### config.mk
export PLATFORM = sky130hd
export DESIGN_NAME = qdl_top
export DESIGN_NICKNAME = d
export VERILOG_FILES = /design/src/hw/qdl_pkg.sv /design/src/hw/qdl_sync.sv /design/src/hw/qdl_top.sv
export SDC_FILE = /design/constraint.sdc
export NUM_CORES = 1
export LEC_CHECK = 0
export BUFFER_PORTS_ARGS = -buffer_cell sky130_fd_sc_hd__buf_2
export CAP_MARGIN = 10
export CORE_MARGIN = 1
export CORE_UTILIZATION = 45
export CTS_CLUSTER_SIZE = 20
export DETAILED_ROUTE_END_ITERATION = 6
export PLACE_DENSITY = 0.74
export SYNTH_ARGS = -nofsm -noshare
export SYNTH_HDL_FRONTEND = slang
export SYNTH_SLANG_ARGS = --single-unit
### constraint.sdc
create_clock -name I_CLK -period 3.6 [get_ports I_CLK]
set_input_delay 0.72 -clock I_CLK [delete_from_list [all_inputs] [get_ports I_CLK]]
set_output_delay 0.72 -clock I_CLK [all_outputs]
set_load 0.005 [all_outputs]
### src/hw/qdl_pkg.sv
package qdl_pkg;
  localparam int WORD_W    = 24;
  localparam int CODE_W    = 16;
  localparam int NUM_CH    = 4;
  localparam int CH_W      = 2;
  // Word positions
  localparam int POS_CH_HI = 23;
  localparam int POS_CH_LO = 22;
  localparam int POS_QUICK = 21;
  localparam int POS_CODE  = 15;
  localparam logic [CODE_W-1:0] CODE_MID  = 16'h8000;
  localparam logic [CODE_W-1:0] CODE_ZERO = 16'h0000;

  typedef struct packed {
    logic              chan_sel_hi;
    logic              chan_sel_lo;
    logic              quick;
    logic [4:0]        unused;
    logic [CODE_W-1:0] code;
  } qdl_word_t;

  typedef struct packed {
    logic serial_in;
    logic clk;
    logic cs_n;
    logic load_n;
    logic update_strobe_n;
    logic rst;
    logic reset_level_select;
  } qdl_pins_t;

  // Levels the pins rest at between transfers
  localparam qdl_pins_t PINS_IDLE = '{
    serial_in:          1'b0,
    clk:                1'b1,
    cs_n:               1'b1,
    load_n:             1'b1,
    update_strobe_n:    1'b1,
    rst:                1'b0,
    reset_level_select: 1'b0
  };
endpackage

### src/hw/qdl_sync.sv
`timescale 1ns/1ps
module qdl_sync #(
  parameter int           W       = 1,
  parameter logic [W-1:0] RST_VAL = '0
) (
  input  wire logic         i_clk,
  input  wire logic         i_reset,
  input  wire logic [W-1:0] i_async,
  output logic      [W-1:0] o_sync
);
  logic [W-1:0] meta_ff;
  logic [W-1:0] sync_ff;

  always_ff @(posedge i_clk) begin
    if (i_reset) begin
      meta_ff <= RST_VAL;
      sync_ff <= RST_VAL;
    end else begin
      meta_ff <= i_async;
      sync_ff <= meta_ff;
    end
  end

  assign o_sync = sync_ff;
endmodule

### src/hw/qdl_top.sv
`timescale 1ns/1ps
// How it works
// - 24-bit word, MSB first, fixed field order
// - Top two bits pick input register
// - Quick-load bit writes all four registers
// - Otherwise only addressed register is written
// - Five middle bits are ignored
// - Low sixteen bits are the code
// - Input registers follow while load low
// - Output register captures on update rising edge
// - One update edge moves all four together
// - Shift clock is chip select OR clock
// - Either input may clock the shift register
// - Chip select rising with clock low shifts
// - Shifting during load corrupts selected registers
// - Reset rising edge sets midscale or zero
// - Reset leaves shift register untouched
// - Serial out is last shift stage
module qdl_top #(
  parameter int NUM_CH = qdl_pkg::NUM_CH,
  parameter int CODE_W = qdl_pkg::CODE_W,
  parameter int WORD_W = qdl_pkg::WORD_W
) (
  input  wire logic                            I_CLK,
  input  wire logic                            I_RESET,
  input  wire qdl_pkg::qdl_pins_t              I_PINS,
  output logic                                 O_SERIAL_OUT,
  output logic [NUM_CH-1:0][CODE_W-1:0]        O_DAC_CODE,
  output logic [NUM_CH-1:0][CODE_W-1:0]        O_INPUT_CODE,
  output logic [WORD_W-1:0]                    O_SHIFT_WORD
);
  if (NUM_CH != qdl_pkg::NUM_CH || CODE_W != qdl_pkg::CODE_W ||
      WORD_W != qdl_pkg::WORD_W) begin : g_chk
    $error("qdl_top: word layout is fixed at 24/16 bits, 4 channels");
  end

  // Every pin is asynchronous to I_CLK. Sync stages reset to the idle
  // levels, else a block reset would fake a load and an update edge.
  logic serial_in_s;
  logic clk_s;
  logic cs_n_s;
  logic load_n_s;
  logic upd_n_s;
  logic rst_s;
  logic rsel_s;

  qdl_sync #(
    .W       (1),
    .RST_VAL (qdl_pkg::PINS_IDLE.serial_in)
  ) u_sync_serial_in (
    .i_clk   (I_CLK),
    .i_reset (I_RESET),
    .i_async (I_PINS.serial_in),
    .o_sync  (serial_in_s)
  );

  qdl_sync #(
    .W       (1),
    .RST_VAL (qdl_pkg::PINS_IDLE.clk)
  ) u_sync_clk (
    .i_clk   (I_CLK),
    .i_reset (I_RESET),
    .i_async (I_PINS.clk),
    .o_sync  (clk_s)
  );

  qdl_sync #(
    .W       (1),
    .RST_VAL (qdl_pkg::PINS_IDLE.cs_n)
  ) u_sync_cs_n (
    .i_clk   (I_CLK),
    .i_reset (I_RESET),
    .i_async (I_PINS.cs_n),
    .o_sync  (cs_n_s)
  );

  qdl_sync #(
    .W       (1),
    .RST_VAL (qdl_pkg::PINS_IDLE.load_n)
  ) u_sync_load_n (
    .i_clk   (I_CLK),
    .i_reset (I_RESET),
    .i_async (I_PINS.load_n),
    .o_sync  (load_n_s)
  );

  qdl_sync #(
    .W       (1),
    .RST_VAL (qdl_pkg::PINS_IDLE.update_strobe_n)
  ) u_sync_upd_n (
    .i_clk   (I_CLK),
    .i_reset (I_RESET),
    .i_async (I_PINS.update_strobe_n),
    .o_sync  (upd_n_s)
  );

  qdl_sync #(
    .W       (1),
    .RST_VAL (qdl_pkg::PINS_IDLE.rst)
  ) u_sync_rst (
    .i_clk   (I_CLK),
    .i_reset (I_RESET),
    .i_async (I_PINS.rst),
    .o_sync  (rst_s)
  );

  qdl_sync #(
    .W       (1),
    .RST_VAL (qdl_pkg::PINS_IDLE.reset_level_select)
  ) u_sync_rsel (
    .i_clk   (I_CLK),
    .i_reset (I_RESET),
    .i_async (I_PINS.reset_level_select),
    .o_sync  (rsel_s)
  );

  qdl_pkg::qdl_pins_t pin_s;

  assign pin_s = '{
    serial_in:          serial_in_s,
    clk:                clk_s,
    cs_n:               cs_n_s,
    load_n:             load_n_s,
    update_strobe_n:    upd_n_s,
    rst:                rst_s,
    reset_level_select: rsel_s
  };

  // Delayed copies for edge detection, taken from the second stage
  logic shclk_d_ff;
  logic upd_d_ff;
  logic rst_d_ff;
  logic shclk;

  assign shclk = pin_s.cs_n | pin_s.clk;

  always_ff @(posedge I_CLK) begin
    if (I_RESET) begin
      shclk_d_ff <= qdl_pkg::PINS_IDLE.cs_n | qdl_pkg::PINS_IDLE.clk;
      upd_d_ff   <= qdl_pkg::PINS_IDLE.update_strobe_n;
      rst_d_ff   <= qdl_pkg::PINS_IDLE.rst;
    end else begin
      shclk_d_ff <= shclk;
      upd_d_ff   <= pin_s.update_strobe_n;
      rst_d_ff   <= pin_s.rst;
    end
  end

  logic shift_evt;
  logic upd_evt;
  logic rst_evt;

  assign shift_evt = shclk & ~shclk_d_ff;
  assign upd_evt   = pin_s.update_strobe_n & ~upd_d_ff;
  assign rst_evt   = pin_s.rst & ~rst_d_ff;

  // Shift register; device reset pin deliberately not used here
  logic [WORD_W-1:0] shift_ff;
  logic [WORD_W-1:0] nxt_shift;

  assign nxt_shift = {shift_ff[WORD_W-2:0], pin_s.serial_in};

  always_ff @(posedge I_CLK) begin
    if (I_RESET) begin
      shift_ff <= '0;
    end else if (shift_evt) begin
      shift_ff <= nxt_shift;
    end
  end

  qdl_pkg::qdl_word_t word;
  assign word = qdl_pkg::qdl_word_t'(shift_ff);

  logic [qdl_pkg::CH_W-1:0] chan;
  assign chan = {word.chan_sel_hi, word.chan_sel_lo};

  logic [CODE_W-1:0] rst_code;
  assign rst_code = pin_s.reset_level_select ?
                    qdl_pkg::CODE_MID : qdl_pkg::CODE_ZERO;

  // Address decode; quick load selects every input register
  logic [NUM_CH-1:0] wr_sel;

  always_comb begin
    wr_sel = '0;
    for (int i = 0; i < NUM_CH; i++) begin
      if (word.quick || chan == qdl_pkg::CH_W'(i)) begin
        wr_sel[i] = 1'b1;
      end
    end
  end

  // Input registers as transparent-while-low, clocked for sampling.
  // Follows the live shift word, so shifting under load corrupts.
  logic [NUM_CH-1:0][CODE_W-1:0] in_ff;

  always_ff @(posedge I_CLK) begin
    if (I_RESET) begin
      in_ff <= {NUM_CH{qdl_pkg::CODE_MID}};
    end else if (rst_evt) begin
      in_ff <= {NUM_CH{rst_code}};
    end else if (!pin_s.load_n) begin
      for (int i = 0; i < NUM_CH; i++) begin
        if (wr_sel[i]) begin
          in_ff[i] <= word.code;
        end
      end
    end
  end

  // Output registers, all captured on one update edge
  logic [NUM_CH-1:0][CODE_W-1:0] dac_ff;

  always_ff @(posedge I_CLK) begin
    if (I_RESET) begin
      dac_ff <= {NUM_CH{qdl_pkg::CODE_MID}};
    end else if (rst_evt) begin
      dac_ff <= {NUM_CH{rst_code}};
    end else if (upd_evt) begin
      dac_ff <= in_ff;
    end
  end

  assign O_SERIAL_OUT = shift_ff[WORD_W-1];
  assign O_DAC_CODE   = dac_ff;
  assign O_INPUT_CODE = in_ff;
  assign O_SHIFT_WORD = shift_ff;
endmodule

Word level (Yosys, flattened, before mapping)
Cells that the tools add are included.

storage, ports and cells
  register bits after elaboration = 169
  input bits = 9
  output and inout port bits = 153
  word-level logic and storage cells = 64

cells by class
  equality and inequality tests = 4
  multiplexer cells = 13
  bitwise gates (word level) = 7
  reductions and logical operators = 14

operators by type and width
  cell                  number
  $mux W64              4
  $mux W16              5
  $reduce_bool A2 Y1    5
  $reduce_and A2 Y1     4
  $eq A2 B2 Y1 const B  2
  $logic_or A1 B1 Y1    4
  $mux W1               4
  $and A1 B1 Y1         3
  $not A1 Y1            3
  $eq A2 B1 Y1 const B  1
  $logic_not A2 Y1      1
  $ne A2 B2 Y1 const B  1
  $or A1 B1 Y1          1

Longest topological paths before layout
  word-level depth = 6
  depth in mapped cells = 6
  mapped depth without buffers = 4

By module
From an unflattened synthesis, not the netlist that was laid out.

unflattened totals
  cell total of the unflattened synthesis = 660
  area, all modules = 5974.5 µm²

by module, submodules not included
  module    times used  cells an instance  area each (µm²)  sequential area each (µm²)
  qdl_top   1           632                5606.6           3103.0
  qdl_sync  7           4                  52.6             40.0

Worst setup path before layout
OpenSTA, ideal clock, no wires.

  path type = input -> register
  from = input port I_RESET
  to = register in_ff (netlist bit O_INPUT_CODE[0])
  library setup time = 0.128 ns
  data arrival time = 1.588 ns
  required time = 3.472 ns
  setup slack = 1.885 ns
  cell stages on the path = 4
  path buffers = 3
  path through = clkbuf_1 clkbuf_1 clkbuf_1 nor2_1

RTL lines
  item                           RTL line        RTL
  start, declared                qdl_top.sv:25   input wire logic I_RESET,
  end signal, assigned           qdl_top.sv:199  in_ff <= {NUM_CH{qdl_pkg::CODE_MID}};
  end signal, assigned           qdl_top.sv:201  in_ff <= {NUM_CH{rst_code}};
  end signal, assigned by index  qdl_top.sv:205  in_ff[i] <= word.code;
  end, declared                  qdl_top.sv:195  logic [NUM_CH-1:0][CODE_W-1:0] in_ff;

No word-level cell between the ends.

Worst setup path after layout
  from = register shift_ff[21] (netlist: O_SHIFT_WORD[21])
  to = register in_ff (netlist bit O_INPUT_CODE[15])

between the ends
  word-level cells in the longest chain between the ends = 4

RTL lines
  item                                 RTL line        RTL
  start, declared                      qdl_top.sv:158  logic [WORD_W-1:0] shift_ff;
  start signal, assigned               qdl_top.sv:167  shift_ff <= nxt_shift;
  $logic_or A1 B1 Y1                   qdl_top.sv:187  if (word.quick || chan == qdl_pkg::CH_W'(i)) begin
  $mux W1                              qdl_top.sv:187
  $reduce_bool A2 Y1 (no source line)  -
  $reduce_and A2 Y1 (no source line)   -

Every way passes these cells.
A chain may end at the register's enable or synchronous reset.

==> results.yml <==
outcome:
  status: "finished, final reports clean"
grt:
  grt_max_degree: 63
  grt_first_pass_wirelength_mm: 21.7
  grt_use_total: 0.215
  grt_pass1_vias: 4100
  grt_overflow: 0
  antenna_found_initial: 0
finish:
  diodes: 0
  layout-drive-gt1-share: 0.278
  nets: 810
  syn_to_final_growth_pct: 24.1
  multiInputGateArea_sq_mm: 0.00239
  fillers: 1176
  register_area_sq_mm: 0.00338
  layout_common_cells: "176 x nand2_1, 169 x dfxtp_1, 160 x buf_2"
  final_common_cell: "nand2_1"
  final_core_util: 0.581
power_and_ir_drop:
  total_power_mw: 3.82
  seq_power_share: 0.496
  p_clk_frac: 0.475
  peakVddDrop_uv: 294
  p_int_mw: 3.04
  pwr-share-comb: 0.029
  p_switching_mw: 0.775
  swShare: 0.203
  leakage_nw: 3.36
  p_per_area_mw_per_mm2: 514
setup_path:
  cp_num_buf_inv: 0
  critPathKind: "flop to flop"
  path_cells: "nor2b_2 > or3_1 > mux2i_1 > nand2b_1"
  rrSetupSlack_ps: 1640
  end_kind: "flop"
  reg2reg_to: "O_INPUT_CODE[15]"
  reg2regPathDepth: 4
  cpPeakStageDelay_ps: 740
  arrival_ps: 2260
  slowest_stage: "or3_1"
  timing.rr.start: "O_SHIFT_WORD[21]"
  critPathTopFamily: "simple AND/OR/NAND/NOR gates"
  startpoint_type: "flop"
  required_ps: 3900
  path_max_fanout: 16
clock_tree:
  postCtsSetupRepairBufs: 0
  htreeDepth: 4
  holdBufCountCts: 0
  cts_tree: "done"
  clkTransAtPathRegs_ps: 60
  clock_latency_ps: 420
  clock_sinks: 169
  cts_inserted_buffers: 17
  ctsLongestPathBuffers: 2
  root_buffer: "clkbuf_16"
  cts-resized-gates: 0
route:
  vias_per_cell: 4.87
  routed_wl_mm: 14.2
  drc: 0
  dr.pass1.iters: 5
  wl_per_cell_um: 14.4
  vias: 4794
  ant_nets: 0
  drt_iter0_markers: 252
sta:
  rsz0062_at_grt: "false"
  fin_crit_sh: 0.544
  drv_slew: 0
  setup_viol: 0
  timing.fmax_mhz: 510
  clock_skew_ps: 8.80
  worstMarginPinSlew_ps: 1050
  final-hold-violation-count: 0
  period_needed_ps: 1960
  slew_headroom: 0.301
  setup_tns_ps: 0
min_path:
  worst_hold_path.num_cells: 1
  min_to: "u_sync_upd_n.o_sync"
  hp-class: "flop to flop"
  hp-start: "u_sync_upd_n.meta_ff"
yosys:
  synth.avg_cell_area_sq_um: 9.04
  synth_nets: 671
  syn-cell-area_sq_mm: 0.00598
  synth.distinct_cells: 24
  ys_seq_area_frac: 0.566
  synth_cells: 662
  yosysWarnings: 0
  synth_seq_cells: 169
die:
  die_y_um: 117
  dieArea_sq_mm: 0.0138
  start_util: 0.468
  rows: 41
  io_pins: 162
  fp.coreArea_sq_mm: 0.0128
  die_x_um: 117
run:
  cap_viol_max_count: 0
placement:
  dp_hpwl_mm: 9.59
  gp_congestion: 0.762
  port_buffers: 161
==> stage by stage <==
stage	instances	cell area (sq um)	hold WS (ps)	worst slack [ps]
floorplan	662	5980	389	1880
global placement	954	6840	391	1480
detailed placement	954	6840	393	1430
CTS	984	7420	406	1610
global route	984	7420	425	1460
finish	984	7420	406	1640
==> worst max-delay path by stage <==
stage                           startpoint               end  slack (ps)  cells past startpoint
after detailed placement           I_RESET    O_DAC_CODE[39]        1430                      4
final                     O_SHIFT_WORD[21]  O_INPUT_CODE[15]        1640                      4
after global placement             I_RESET    O_DAC_CODE[22]        1480                      4
after CTS                 O_SHIFT_WORD[21]  O_INPUT_CODE[15]        1610                      4
after global routing      O_SHIFT_WORD[21]  O_INPUT_CODE[15]        1460                      4
after floorplan                    I_RESET   O_INPUT_CODE[0]        1880                      4
==> power groups by stage <==
stage | combinational (mW) | sequential [mW] | clock [mW]
floorplan | 0.0912 | 1.93 | 0
global placement | 0.112 | 1.93 | 0
detailed placement | 0.113 | 1.93 | 0
CTS | 0.113 | 1.89 | 1.84
global route | 0.123 | 1.89 | 1.94
finish | 0.111 | 1.89 | 1.81
==> cells in the mapped netlist (all sizes together) <==
cell | n | share of area
nor2b | 9 | 0.0098
or2 | 14 | 0.015
nand2b | 7 | 0.0073
a31oi | 4 | 0.0042
dfxtp | 169 | 0.57
a21oi | 85 | 0.071
and2 | 15 | 0.018
nor3 | 3 | 0.0063
nand2 | 176 | 0.11
buf | 10 | 0.014
nor2 | 63 | 0.040
and2b | 1 | 0.0017
or3 | 2 | 0.0021
nor3b | 2 | 0.0025
o21ai | 1 | 0.0015
mux2 | 1 | 0.0019
clkbuf | 36 | 0.023
mux2i | 64 | 0.11
==> metal layers <==
metal	vias to the layer above	GRT usage	wire length, um
met5	-	0	0
met4	0	0.100	281
met3	26	0.0520	924
met2	147	0.333	6760
met1	2201	0.283	6210
li1	2420	-	-
==> cells by family after synthesis <==
group,Yosys count,share of synthesized area
compound gates,90,0.0768
buf+inv,46,0.0366
flops,169,0.566
mux,65,0.109
simple gates,292,0.212
==> area by class of cell <==
type                            instances  share of cell area
Clock buffer                           22              0.0625
Clock inverter                          8              0.0164
Multi-Input combinational cell        447               0.322
Sequential cell                       169               0.456
Tap cell                              172              0.0290
Timing Repair Buffer                  166               0.114
==> worst reg2reg max path, cell delays in order (launching register included) <==
cell and delay (ps):
dfxtp_1 410, nor2b_2 320, or3_1 740, mux2i_1 290, nand2b_1 100
Note: power is estimated with default switching activity, not from simulation.
